<file path="src/rtl/eg_pkg.sv">
// Constants, field layout and types of the entropy generator.
// Assumes a 32-bit register bus with byte addresses.
package eg_pkg;
    localparam int          ADDR_W      = 8;
    localparam int          DATA_W      = 32;
    localparam logic [7:0]  OFS_CONTROL = 8'h00;
    localparam logic [7:0]  OFS_CONFIG  = 8'h04;
    localparam logic [7:0]  OFS_LOW     = 8'h0C;
    localparam logic [7:0]  OFS_HIGH    = 8'h10;
    localparam logic [7:0]  OFS_STATUS  = 8'h14;
    localparam logic [7:0]  OFS_MASK    = 8'h18;
    localparam int          EN_BIT      = 0;
    localparam int          START_BIT   = 1;
    localparam int          SRC_LSB     = 0;
    localparam int          SRC_W       = 2;
    localparam int          SHIFT_LSB   = 2;
    localparam int          SHIFT_W     = 3;
    localparam int          DONE_BIT    = 0;
    localparam int          HIGH_LSB    = 32;
    localparam logic [2:0]  SHIFT_RST   = 3'h4;
    localparam logic [1:0]  SRC_RST     = 2'h0;
    localparam logic [8:0]  CNT_ONE     = 9'h001;
    localparam logic [1:0]  RESP_OKAY   = 2'h0;
    localparam logic [1:0]  RESP_SLVERR = 2'h2;
    // Arbitrary nonzero start state
    localparam logic [63:0] LFSR_SEED   = 64'h5A5A_0F0F_C3C3_1234;
    // Taps for x^64 + x^63 + x^61 + x^60 + 1
    localparam logic [63:0] LFSR_TAPS   = 64'hD800_0000_0000_0000;

    typedef enum logic [1:0] {EG_SRC_FEEDBACK, EG_SRC_ENTROPY, EG_SRC_MIXED, EG_SRC_UNDEF} eg_src_t;
    typedef enum logic {EG_IDLE, EG_RUN} eg_state_t;

    function automatic logic [8:0] eg_shift_count(input logic [2:0] code);
        unique case (code)
            3'h1:    eg_shift_count = 9'h008;
            3'h2:    eg_shift_count = 9'h010;
            3'h3:    eg_shift_count = 9'h020;
            3'h5:    eg_shift_count = 9'h080;
            3'h6:    eg_shift_count = 9'h100;
            default: eg_shift_count = 9'h040;
        endcase
    endfunction
endpackage

</file>
<file path="src/rtl/eg_regbus_if.sv">
// Register strobe bundle between the bus slave and the register file.
// Assumes one clock; strobes last one cycle.
`timescale 1ns/100ps
interface eg_regbus_if;
    logic                      wr_en;
    logic [eg_pkg::ADDR_W-1:0] wr_addr;
    logic [eg_pkg::DATA_W-1:0] wr_data;
    logic [3:0]                wr_strb;
    logic                      wr_hit;
    logic                      rd_en;
    logic [eg_pkg::ADDR_W-1:0] rd_addr;
    logic [eg_pkg::DATA_W-1:0] rd_data;
    logic                      rd_hit;
    modport slave (output wr_en, wr_addr, wr_data, wr_strb, rd_en, rd_addr, input wr_hit, rd_data, rd_hit);
    modport regs  (input wr_en, wr_addr, wr_data, wr_strb, rd_en, rd_addr, output wr_hit, rd_data, rd_hit);
endinterface

</file>
<file path="src/rtl/eg_axil_slave.sv">
// AXI4-Lite slave turning bus transfers into one-cycle register strobes.
// Assumes the register side answers a read in the strobe cycle.
`timescale 1ns/100ps
module eg_axil_slave (
    input  wire logic        i_clk,      // System clock
    input  wire logic        i_arst_n,   // Async reset
    input  wire logic        i_awvalid,  // Write address valid
    output logic             o_awready,  // Write address ready
    input  wire logic [7:0]  i_awaddr,   // Write address
    input  wire logic        i_wvalid,   // Write data valid
    output logic             o_wready,   // Write data ready
    input  wire logic [31:0] i_wdata,    // Write data
    input  wire logic [3:0]  i_wstrb,    // Byte enables
    output logic             o_bvalid,   // Write response valid
    input  wire logic        i_bready,   // Write response ready
    output logic [1:0]       o_bresp,    // Write response
    input  wire logic        i_arvalid,  // Read address valid
    output logic             o_arready,  // Read address ready
    input  wire logic [7:0]  i_araddr,   // Read address
    output logic             o_rvalid,   // Read data valid
    input  wire logic        i_rready,   // Read data ready
    output logic [31:0]      o_rdata,    // Read data
    output logic [1:0]       o_rresp,    // Read response
    eg_regbus_if.slave       bus         // Register strobes
);
    logic [7:0]  awaddr_reg;
    logic [31:0] wdata_reg;
    logic [3:0]  wstrb_reg;
    wire logic   do_write = !o_awready && !o_wready && !o_bvalid;
    wire logic   rd_go    = i_arvalid && o_arready;

    assign bus.wr_en   = do_write;
    assign bus.wr_addr = awaddr_reg;
    assign bus.wr_data = wdata_reg;
    assign bus.wr_strb = wstrb_reg;
    assign bus.rd_en   = rd_go;
    assign bus.rd_addr = i_araddr;

    always_ff @(posedge i_clk or negedge i_arst_n) begin
        if (!i_arst_n) begin
            o_awready  <= 1'b1;
            awaddr_reg <= 8'h00;
        end else if (i_awvalid && o_awready) begin
            o_awready  <= 1'b0;
            awaddr_reg <= i_awaddr;
        end else if (do_write) begin
            o_awready  <= 1'b1;
        end
    end

    always_ff @(posedge i_clk or negedge i_arst_n) begin
        if (!i_arst_n) begin
            o_wready  <= 1'b1;
            wdata_reg <= 32'h0000_0000;
            wstrb_reg <= 4'h0;
        end else if (i_wvalid && o_wready) begin
            o_wready  <= 1'b0;
            wdata_reg <= i_wdata;
            wstrb_reg <= i_wstrb;
        end else if (do_write) begin
            o_wready  <= 1'b1;
        end
    end

    always_ff @(posedge i_clk or negedge i_arst_n) begin
        if (!i_arst_n) begin
            o_bvalid <= 1'b0;
            o_bresp  <= eg_pkg::RESP_OKAY;
        end else if (do_write) begin
            o_bvalid <= 1'b1;
            o_bresp  <= bus.wr_hit ? eg_pkg::RESP_OKAY : eg_pkg::RESP_SLVERR;
        end else if (i_bready) begin
            o_bvalid <= 1'b0;
        end
    end

    always_ff @(posedge i_clk or negedge i_arst_n) begin
        if (!i_arst_n) begin
            o_arready <= 1'b1;
            o_rvalid  <= 1'b0;
            o_rdata   <= 32'h0000_0000;
            o_rresp   <= eg_pkg::RESP_OKAY;
        end else if (rd_go) begin
            o_arready <= 1'b0;
            o_rvalid  <= 1'b1;
            o_rdata   <= bus.rd_data;
            o_rresp   <= bus.rd_hit ? eg_pkg::RESP_OKAY : eg_pkg::RESP_SLVERR;
        end else if (o_rvalid && i_rready) begin
            o_arready <= 1'b1;
            o_rvalid  <= 1'b0;
        end
    end
endmodule

</file>
<file path="src/rtl/eg_lfsr.sv">
// 64-bit shift register with selectable serial input.
// Assumes the entropy bit is already synchronised to i_clk.
`timescale 1ns/100ps
module eg_lfsr (
    input  wire logic        i_clk,      // System clock
    input  wire logic        i_arst_n,   // Async reset
    input  wire logic        i_shift,    // Shift once
    input  wire logic [1:0]  i_src,      // Input select code
    input  wire logic        i_entropy,  // Synchronised entropy bit
    output logic [63:0]      o_state     // Current contents
);
    // All-zero state would lock pure feedback mode, so force a one in
    wire logic fb_bit = (^(o_state & eg_pkg::LFSR_TAPS)) | (o_state == '0);
    logic       in_bit;

    always_comb begin
        unique case (eg_pkg::eg_src_t'(i_src))
            eg_pkg::EG_SRC_ENTROPY: in_bit = i_entropy;
            eg_pkg::EG_SRC_MIXED:   in_bit = i_entropy ^ fb_bit;
            default:                in_bit = fb_bit;
        endcase
    end

    always_ff @(posedge i_clk or negedge i_arst_n) begin
        if (!i_arst_n) begin
            o_state <= eg_pkg::LFSR_SEED;
        end else if (i_shift) begin
            o_state <= {o_state[62:0], in_bit};
        end
    end
endmodule

</file>
<file path="src/rtl/eg_entropy_generator.sv">
// Entropy generator: control registers, shift sequencer and interrupt.
// Assumes an AXI4-Lite master on i_clk and an asynchronous entropy bit.
//
// The AXI4-Lite interface to the registers was chosen for this implementation.
`timescale 1ns/100ps
module eg_entropy_generator (
    input  wire logic        i_clk,            // 10 MHz system clock
    input  wire logic        i_arst_n,         // Async reset, active low
    input  wire logic        i_bus_clock_gate, // Clock gate enable
    input  wire logic        i_entropy_bit,    // Analog source output
    input  wire logic        i_awvalid,        // Write address valid
    output logic             o_awready,        // Write address ready
    input  wire logic [7:0]  i_awaddr,         // Write address
    input  wire logic        i_wvalid,         // Write data valid
    output logic             o_wready,         // Write data ready
    input  wire logic [31:0] i_wdata,          // Write data
    input  wire logic [3:0]  i_wstrb,          // Byte enables
    output logic             o_bvalid,         // Write response valid
    input  wire logic        i_bready,         // Write response ready
    output logic [1:0]       o_bresp,          // Write response
    input  wire logic        i_arvalid,        // Read address valid
    output logic             o_arready,        // Read address ready
    input  wire logic [7:0]  i_araddr,         // Read address
    output logic             o_rvalid,         // Read data valid
    input  wire logic        i_rready,         // Read data ready
    output logic [31:0]      o_rdata,          // Read data
    output logic [1:0]       o_rresp,          // Read response
    output logic             o_source_enable,  // Analog source power
    output logic             o_irq             // Level interrupt
);
    eg_regbus_if rb ();

    eg_axil_slave u_slave (
        .i_clk     (i_clk),
        .i_arst_n  (i_arst_n),
        .i_awvalid (i_awvalid),
        .o_awready (o_awready),
        .i_awaddr  (i_awaddr),
        .i_wvalid  (i_wvalid),
        .o_wready  (o_wready),
        .i_wdata   (i_wdata),
        .i_wstrb   (i_wstrb),
        .o_bvalid  (o_bvalid),
        .i_bready  (i_bready),
        .o_bresp   (o_bresp),
        .i_arvalid (i_arvalid),
        .o_arready (o_arready),
        .i_araddr  (i_araddr),
        .o_rvalid  (o_rvalid),
        .i_rready  (i_rready),
        .o_rdata   (o_rdata),
        .o_rresp   (o_rresp),
        .bus       (rb.slave)
    );

    logic                  ent_meta_reg;
    logic                  ent_sync_reg;
    eg_pkg::eg_state_t     state_reg;
    eg_pkg::eg_state_t     state_next;
    logic [8:0]            count_reg;
    logic [8:0]            count_next;
    logic [1:0]            run_src_reg;
    logic [2:0]            cfg_shift_reg;
    logic [1:0]            cfg_src_reg;
    logic                  done_sts_reg;
    logic                  done_sts_next;
    logic                  done_mask_reg;
    logic [63:0]           lfsr_state;

    always_ff @(posedge i_clk or negedge i_arst_n) begin
        if (!i_arst_n) begin
            ent_meta_reg <= 1'b0;
            ent_sync_reg <= 1'b0;
        end else begin
            ent_meta_reg <= i_entropy_bit;
            ent_sync_reg <= ent_meta_reg;
        end
    end

    // Address decode; all fields sit in byte lane 0
    wire logic lane0      = rb.wr_strb[0];
    wire logic a_ctrl     = rb.wr_addr == eg_pkg::OFS_CONTROL;
    wire logic a_cfg      = rb.wr_addr == eg_pkg::OFS_CONFIG;
    wire logic a_mask     = rb.wr_addr == eg_pkg::OFS_MASK;
    wire logic a_ro       = rb.wr_addr == eg_pkg::OFS_LOW || rb.wr_addr == eg_pkg::OFS_HIGH
                            || rb.wr_addr == eg_pkg::OFS_STATUS;
    // A closed clock gate freezes the registers, but a status read still clears completion; the bus still answers
    wire logic wr_go      = rb.wr_en && lane0 && i_bus_clock_gate;
    wire logic wr_control = wr_go && a_ctrl;
    wire logic wr_config  = wr_go && a_cfg;
    wire logic wr_mask    = wr_go && a_mask;
    wire logic rd_status  = rb.rd_en && rb.rd_addr == eg_pkg::OFS_STATUS;
    wire logic busy       = state_reg == eg_pkg::EG_RUN;
    wire logic start_req  = wr_control && rb.wr_data[eg_pkg::START_BIT];

    wire logic start_go   = start_req && !busy;
    wire logic step       = busy && i_bus_clock_gate;

    wire logic last_step  = step && count_reg == eg_pkg::CNT_ONE;

    assign rb.wr_hit = a_ctrl || a_cfg || a_mask || a_ro;

    always_comb begin
        state_next = state_reg;
        unique case (state_reg)
            eg_pkg::EG_IDLE: if (start_go) begin
                state_next = eg_pkg::EG_RUN;
            end
            eg_pkg::EG_RUN: if (last_step) begin
                state_next = eg_pkg::EG_IDLE;
            end
        endcase
    end

    // codes 0 and 7 mean 64
    assign count_next = start_go ? eg_pkg::eg_shift_count(cfg_shift_reg)
                      : step ? 9'(count_reg - eg_pkg::CNT_ONE) : count_reg;

    always_ff @(posedge i_clk or negedge i_arst_n) begin
        if (!i_arst_n) begin
            state_reg   <= eg_pkg::EG_IDLE;
            count_reg   <= 9'h000;
            run_src_reg <= eg_pkg::SRC_RST;
        end else begin
            state_reg   <= state_next;
            count_reg   <= count_next;
            run_src_reg <= start_go ? cfg_src_reg : run_src_reg;
        end
    end

    always_ff @(posedge i_clk or negedge i_arst_n) begin
        if (!i_arst_n) begin
            o_source_enable <= 1'b0;
        end else if (wr_control) begin
            o_source_enable <= rb.wr_data[eg_pkg::EN_BIT];
        end
    end

    always_ff @(posedge i_clk or negedge i_arst_n) begin
        if (!i_arst_n) begin
            cfg_shift_reg <= eg_pkg::SHIFT_RST;
            cfg_src_reg   <= eg_pkg::SRC_RST;
        end else if (wr_config) begin
            cfg_shift_reg <= rb.wr_data[eg_pkg::SHIFT_LSB +: eg_pkg::SHIFT_W];
            cfg_src_reg   <= rb.wr_data[eg_pkg::SRC_LSB +: eg_pkg::SRC_W];
        end
    end

    // Completion is sticky; a completion in the clearing read's cycle wins
    assign done_sts_next = last_step || (done_sts_reg && !rd_status);

    always_ff @(posedge i_clk or negedge i_arst_n) begin
        if (!i_arst_n) begin
            done_sts_reg  <= 1'b0;
            done_mask_reg <= 1'b0;
            o_irq         <= 1'b0;
        end else begin
            done_sts_reg  <= done_sts_next;
            done_mask_reg <= wr_mask ? rb.wr_data[eg_pkg::DONE_BIT] : done_mask_reg;
            o_irq         <= done_sts_next && (wr_mask ? rb.wr_data[eg_pkg::DONE_BIT] : done_mask_reg);
        end
    end

    eg_lfsr u_lfsr (
        .i_clk     (i_clk),
        .i_arst_n  (i_arst_n),
        .i_shift   (step),
        .i_src     (run_src_reg),
        .i_entropy (ent_sync_reg),
        .o_state   (lfsr_state)
    );

    // Read words
    wire logic [31:0] ctrl_word = 32'(o_source_enable) << eg_pkg::EN_BIT
                                | 32'(busy) << eg_pkg::START_BIT;
    wire logic [31:0] cfg_word  = 32'(cfg_shift_reg) << eg_pkg::SHIFT_LSB
                                | 32'(cfg_src_reg) << eg_pkg::SRC_LSB;
    wire logic [31:0] sts_word  = 32'(done_sts_reg) << eg_pkg::DONE_BIT;
    wire logic [31:0] mask_word = 32'(done_mask_reg) << eg_pkg::DONE_BIT;
    wire logic        r_ctrl    = rb.rd_addr == eg_pkg::OFS_CONTROL;
    wire logic        r_cfg     = rb.rd_addr == eg_pkg::OFS_CONFIG;
    wire logic        r_low     = rb.rd_addr == eg_pkg::OFS_LOW;
    wire logic        r_high    = rb.rd_addr == eg_pkg::OFS_HIGH;
    wire logic        r_sts     = rb.rd_addr == eg_pkg::OFS_STATUS;
    wire logic        r_mask    = rb.rd_addr == eg_pkg::OFS_MASK;

    assign rb.rd_hit  = r_ctrl || r_cfg || r_low || r_high || r_sts || r_mask;

    assign rb.rd_data = r_ctrl ? ctrl_word
                      : r_cfg  ? cfg_word
                      : r_low  ? lfsr_state[31:0]
                      : r_high ? lfsr_state[eg_pkg::HIGH_LSB +: eg_pkg::DATA_W]
                      : r_sts  ? sts_word
                      : r_mask ? mask_word
                      : 32'h0000_0000;
endmodule

</file>
<file path="config.mk">
export PLATFORM = sky130hd
export DESIGN_NAME = eg_entropy_generator
export DESIGN_NICKNAME = d
export VERILOG_FILES = /design/src/rtl/eg_pkg.sv /design/src/rtl/eg_regbus_if.sv /design/src/rtl/eg_axil_slave.sv /design/src/rtl/eg_lfsr.sv /design/src/rtl/eg_entropy_generator.sv
export SDC_FILE = /design/constraint.sdc
export NUM_CORES = 1
export LEC_CHECK = 0
export ABC_AREA = 1
export BUFFER_PORTS_ARGS = -buffer_cell sky130_fd_sc_hd__buf_2
export CORE_MARGIN = 2
export CORE_UTILIZATION = 57
export CTS_CLUSTER_SIZE = 8
export DETAILED_ROUTE_END_ITERATION = 8
export MAX_ROUTING_LAYER = met4
export PLACE_DENSITY = 0.77
export SLEW_MARGIN = 5
export SYNTH_ARGS = -nofsm -noshare
export SYNTH_HDL_FRONTEND = slang
export SYNTH_SLANG_ARGS = --single-unit
</file>
<file path="constraint.sdc">
create_clock -name i_clk -period 1.81 [get_ports i_clk]
set_input_delay 0.2715 -clock i_clk [delete_from_list [all_inputs] [get_ports i_clk]]
set_output_delay 0.2715 -clock i_clk [all_outputs]
set_load 0.05 [all_outputs]
</file>
* Word-level counts from Yosys, hierarchy flattened *
Cells that the tools add are included.

word-level totals
  bits in registers = 142
  word-level logic and storage cells = 115
  bits of input ports = 61

cells by class
  equal/unequal tests = 18
  add/subtract/negate cells = 1
  reductions and logical operators = 43
  mux-type cells = 25
  bitwise logic cells = 5

operators by type and width
  cell                 number
  $mux 32              4
  $logic_not 64->1     1
  $reduce_xor 64->1    1
  $eq 8x5->1 const B   6
  $pmux 9 s5           1
  $logic_and 1x1->1    18
  $mux 9               2
  $eq 8x3->1 const B   2
  $eq 8x4->1 const B   2
  $logic_not 8->1      2
  $mux 1               14
  $logic_or 1x1->1     11
  $reduce_bool 2->1    5
  $eq 9x1->1 const B   1
  $sub 9x1->9 const B  1
  $eq 3x2->1 const B   2
  $eq 3x3->1 const B   2
  $logic_not 1->1      5
  $or 5x2->5           1
  $mux 2               2
  $pmux 1 s2           2
  $eq 3x1->1 const B   1
  $eq 2x1->1 const B   1
  $eq 2x2->1 const B   1
  other kinds (4)      4

* Longest topological paths before layout *
  depth in word-level cells = 10
  gate-level depth with buffers = 13

* Modules after synthesis *
A second synthesis with hierarchy kept.

second synthesis, totals
  cells, all modules = 985
  area, all modules = 8047.7 um^2

modules (own cells, without submodules)
  module                times used  sequential area each (um^2)  area each (um^2)  cells each
  eg_axil_slave         1           2080.7                       3337.0            367
  eg_lfsr               1           1637.8                       2723.9            320
  eg_entropy_generator  1           576.8                        1986.9            298

* Least setup slack after synthesis *
Ideal clock, no wire load.

  path type = flip-flop to flip-flop
  start point = reg u_slave.o_bvalid
  end point = reg count_reg[5]
  data arrival time = 1493 ps
  stages on the path, launching flop included = 9
  slack = 193 ps
  library setup time = 124 ps
  cell sequence = dfrtp_1 > inv_2 > nand3_2 > nor2_4 > nand3_4 > nor3_4 > inv_2 > o211ai_1 > nand2_1

on the way
  word-level cells in the longest chain between the ends = 8
  elaborated cells between the ends (all ways) = 9

ends and longest elaborated chain
  what                                                line                         source
  from (decl)                                         eg_axil_slave.sv:14          output logic o_bvalid,
  from (signal assigned)                              eg_axil_slave.sv:67          o_bvalid <= 1'b0;
  from (signal assigned)                              eg_axil_slave.sv:70          o_bvalid <= 1'b1;
  from (signal assigned)                              eg_axil_slave.sv:73          o_bvalid <= 1'b0;
  $logic_not 1->1 (*)                                 eg_axil_slave.sv:29          wire logic do_write = !o_awready && !o_wready && !o_bvalid;
  $logic_and 1x1->1 (*)                               eg_axil_slave.sv:29
  $logic_and 1x1->1 (*) (2 in a row)                  eg_entropy_generator.sv:88   wire logic wr_go = rb.wr_en && lane0 && i_bus_clock_gate;
  $logic_and 1x1->1 (*)                               eg_entropy_generator.sv:89   wire logic wr_control = wr_go && a_ctrl;
  $logic_and 1x1->1 (*)                               eg_entropy_generator.sv:94   wire logic start_req = wr_control && rb.wr_data[eg_pkg::START_BIT];
  $logic_and 1x1->1 (*)                               eg_entropy_generator.sv:96   wire logic start_go = start_req && !busy;
  $mux 9 / $reduce_bool 2->1 (equally long branches)  -
  to (signal assigned)                                eg_entropy_generator.sv:126  count_reg <= count_next;
  to (decl)                                           eg_entropy_generator.sv:60   logic [8:0] count_reg;

Mark *: on every way between the ends. The rest lies on a longest branch, timed or not.
A chain may end at the register's enable or synchronous reset.

* Final worst setup path *
  start point = reg u_slave.o_bvalid
  end point = reg count_reg[6]

Same word-level chain as after synthesis.

==> out/metrics.csv <==
stage;metric;value;unit
logic_synthesis;commonest register cell after synthesis;sky130_fd_sc_hd__dfrtp_1;
place;count of buffers inserted at the top-level ports;71;
sta;worst hold slack across all endpoints;0.0216;ns
sta;Tcrit/Tclk final;92.1;%
logic_synthesis;synthesized instance count;782;
cts;H-tree levels;4;
layout;most frequent standard cell in the layout excluding fill and tap cells;sky130_fd_sc_hd__nand2_1;
sta;final-report hold violation count;0;
setup_path;cell count of the worst reg-to-reg path;9;
layout;finished layout cell area;7640;sq um
sta;final critical-path required period;1.67;ns
logic_synthesis;count of synthesis-stage warnings from yosys;0;
floorplanning;placement row count;38;
setup_path;Critical-path top delay cell;sky130_fd_sc_hd__dfrtp_1;
worst_hold_path;path type of the worst min-delay path;primary input to flip-flop;
cts;clock insertion delay at the later pin of the skew report;0.42;ns
setup_path;category of the most critical setup path;flip-flop to flip-flop;
place;post-placement worst setup slack;0.186;ns
setup_path;required arrival time at the worst endpoint;2.15;ns
grt;Congestion Overflow GR;0;
grt;initial antenna violation count;0;
run;count of maximum capacitance violations;0;
logic_synthesis;flip-flop and latch count after synthesis;140;
sta;final worst slack;0.143;ns
power_and_ir_drop;maximum vdd drop;0.00106;V
layout;layout cell share with drive strength beyond 1;20.2;%
layout;diodes inserted;0;
sta;Max Slew Vio Count;0;
floorplanning;Starting Density;59.2;%
sta;slew margin rel.;61.3;%
layout;Finished Core Util;69.9;%
layout;flip-flop count of the largest register after layout;64;
drt;WL per Instance;13.6;microns
grt;total routing usage reported by global routing;24.8;%
setup_path;CP max FO;6;
grt;vias in the first global route;5388;
power_and_ir_drop;Pwr Total;8.31;mW
cts;worst-case clock buffer depth;2;
floorplanning;area of the core region;10900;sq um
setup_path;cell-by-cell trace of the critical path;inv_2 -> nand3_4 -> nor2_4 -> nand3_4 -> nor3_4 -> nand3_1 -> o21ai_1 -> nand2_1 -> o21ai_1;
layout;count of nets after finishing;924;
grt;largest net degree at the start of global routing;124;
sta;final setup vio count;0;
logic_synthesis;Mapped Area;6470;sq um
run_status;result of the run;complete, no violations;
setup_path;worst endpoint data arrival time;2.01;ns
drt;count of routing violations after the opening detailed-route iteration;294;
setup_path;crit path launch type;flip-flop;
logic_synthesis;syn avg cell area;8.28;sq um
layout;final-layout fill cell count;859;
place;GP Congestion;0.841;
logic_synthesis;sequential share of the synthesized area;54.8;%
floorplanning;area of the die;12200;sq um
layout;signed area change from the synthesized netlist to the final layout;18.1;%
setup_path;critical path capture point type;flip-flop;
power_and_ir_drop;power per unit of standard cell area;1090;nW/um^2
floorplanning;overall die width;111;microns
sta;worst clock skew on the final layout;0.00731;ns
drt;via count;5309;
layout;area taken by multi-input logic gates;2400;sq um
logic_synthesis;post-synthesis async set-or-reset flop share;100;%
drt;routed wire length;13800;microns
cts;CTS tree;yes;
drt;number of search-and-repair iterations in the first detailed-routing pass;5;
logic_synthesis;library cells used by synthesis;41;
cts;Inserted Clock Buffers;17;
floorplanning;Top Ports;104;
power_and_ir_drop;cell leakage power;3.67;nW
sta;Least-Margin Pin Slew;0.577;ns
sta;peak clock frequency supported by timing;0.600;GHz
layout;most frequent cells in the layout;sky130_fd_sc_hd__nand2_1 (226), sky130_fd_sc_hd__dfrtp_1 (107), sky130_fd_sc_hd__inv_1 (99);
floorplanning;die height;111;microns
drt;drt drc;0;
drt;Via-to-Cell Ratio;5.25;
worst_hold_path;instance count along the most critical hold path;2;
drt;post-route ant nets;0;
layout;area taken by flip-flops and latches;3540;sq um
setup_path;slowest stage delay, CP;0.40;ns
cts;Clock Sinks;140;
cts;clock root buffer;sky130_fd_sc_hd__clkbuf_16;
place;DP Area;6990;sq um
logic_synthesis;Post-synth EDFFs;0;
place;DPL Wire Length;9140;microns
cts;post-CTS clock slew at the launch and capture registers of the worst setup and hold paths;0.06;ns
grt;first-pass GRT wire length;24000;microns
## path summary, 6_finish.rpt
kind / from / end / slack (ns)
max: u_slave.o_bvalid$_DFFE_PN0P_ / count_reg[6]$_DFFE_PN0P_ / 0.14
min: i_bready / u_slave.o_bvalid$_DFFE_PN0P_ / 0.02
max reg2reg: u_slave.o_bvalid$_DFFE_PN0P_ / count_reg[6]$_DFFE_PN0P_ / 0.14
min reg2reg: ent_meta_reg$_DFF_PN0_ / ent_sync_reg$_DFF_PN0_ / 0.36
max in group asynchronous: i_arst_n / u_lfsr.o_state[25]$_DFFE_PN1P_ / 0.74
min in group asynchronous: i_arst_n / u_slave.o_rdata[12]$_DFFE_PN0P_ / 0.36
## area by class of cell
class	count	area share, %
Tap cell	140	2.29
Sequential cell	140	46.4
Timing Repair Buffer	86	6.83
Clock inverter	8	1.18
Clock buffer	24	6.43
Multi-Input combinational cell	502	31.4
Inverter	111	5.45
## synthesized netlist by cell type (2+ instances only)
master                     number  area (sq um)
sky130_fd_sc_hd__ha_1           5          62.6
sky130_fd_sc_hd__nor2_2         2          12.5
sky130_fd_sc_hd__nor3_1         5          25.0
sky130_fd_sc_hd__buf_2          5          25.0
sky130_fd_sc_hd__nand2_1      228           856
sky130_fd_sc_hd__nor2_1        69           259
sky130_fd_sc_hd__inv_1         99           372
sky130_fd_sc_hd__xnor2_1        2          17.5
sky130_fd_sc_hd__buf_4          2          15.0
sky130_fd_sc_hd__o22ai_1       28           175
sky130_fd_sc_hd__mux2_2         4          45.0
sky130_fd_sc_hd__dfstp_2       33           867
sky130_fd_sc_hd__dfrtp_1      107          2680
sky130_fd_sc_hd__clkinv_1       2          7.51
sky130_fd_sc_hd__o21ai_0       68           340
sky130_fd_sc_hd__o21ai_1       22           110
sky130_fd_sc_hd__o211ai_1       2          15.0
sky130_fd_sc_hd__inv_2         10          37.5
sky130_fd_sc_hd__clkbuf_1      21          78.8
sky130_fd_sc_hd__nand3_4        2          35.0
sky130_fd_sc_hd__nor3_4         2          32.5
sky130_fd_sc_hd__a21oi_1       23           115
sky130_fd_sc_hd__nor2_4         2          22.5
sky130_fd_sc_hd__xor2_1         3          26.3
sky130_fd_sc_hd__nand4_1        3          18.8
sky130_fd_sc_hd__nor3_2         3          30.0
sky130_fd_sc_hd__nand3_1       16          80.1
## layer usage
metal | track usage [%] | vias up | routed length (microns)
met4 | 10.8 | 0 | 326
met2 | 41.1 | 146 | 6930
met5 | - | - | 0
li1 | - | 2624 | -
met3 | 4.88 | 34 | 631
met1 | 29.6 | 2505 | 5870
## report_power, final
part / internal (mW) / switching, mW / total (mW)
clock: 2.16 / 1.25 / 3.40
sequential: 3.43 / 0.194 / 3.62
combinational: 0.354 / 0.930 / 1.28
## kinds of logic (layout without fill, tap and decap cells)
family	after synthesis	after routing	share of synthesized area, %
multiplexers	4	4	0.696
other	1	2	0.0579
flip-flops	140	140	54.8
XOR/XNOR	5	5	0.677
adder cells (fa/ha/maj)	5	5	0.967
AO/OA/AOI/OAI	150	150	12.6
AND/OR/NAND/NOR	336	336	21.7
buffers and inverters	141	229	8.51
## worst max-delay path, delay by kind of cell (launching register included)
| family | cells | cell delay (ns) |
|---|---|---|
| AO/OA/AOI/OAI | 2 | 0.20 |
| buffers and inverters | 1 | 0.09 |
| flip-flops | 1 | 0.40 |
| AND/OR/NAND/NOR | 6 | 0.90 |
## timing repair
| item | 4_1_cts | 5_1_grt |
|---|---|---|
| setup endpoints to repair | 0 | 2 |
| gates resized for setup | 0 | 4 |
| buffers inserted | 0 | 2 |
| hold endpoints to repair | 39 | 0 |
| hold buffers | 4 | 0 |
## per-stage QoR
stage | TNS (ns) | cells
final | 0 | 1011
after global routing | -0.0270 | 1011
after CTS | 0 | 1009
after detailed placement | 0 | 973
after global placement | 0 | 973
after floorplan | 0 | 783
Power figures use the tool's default switching activity.
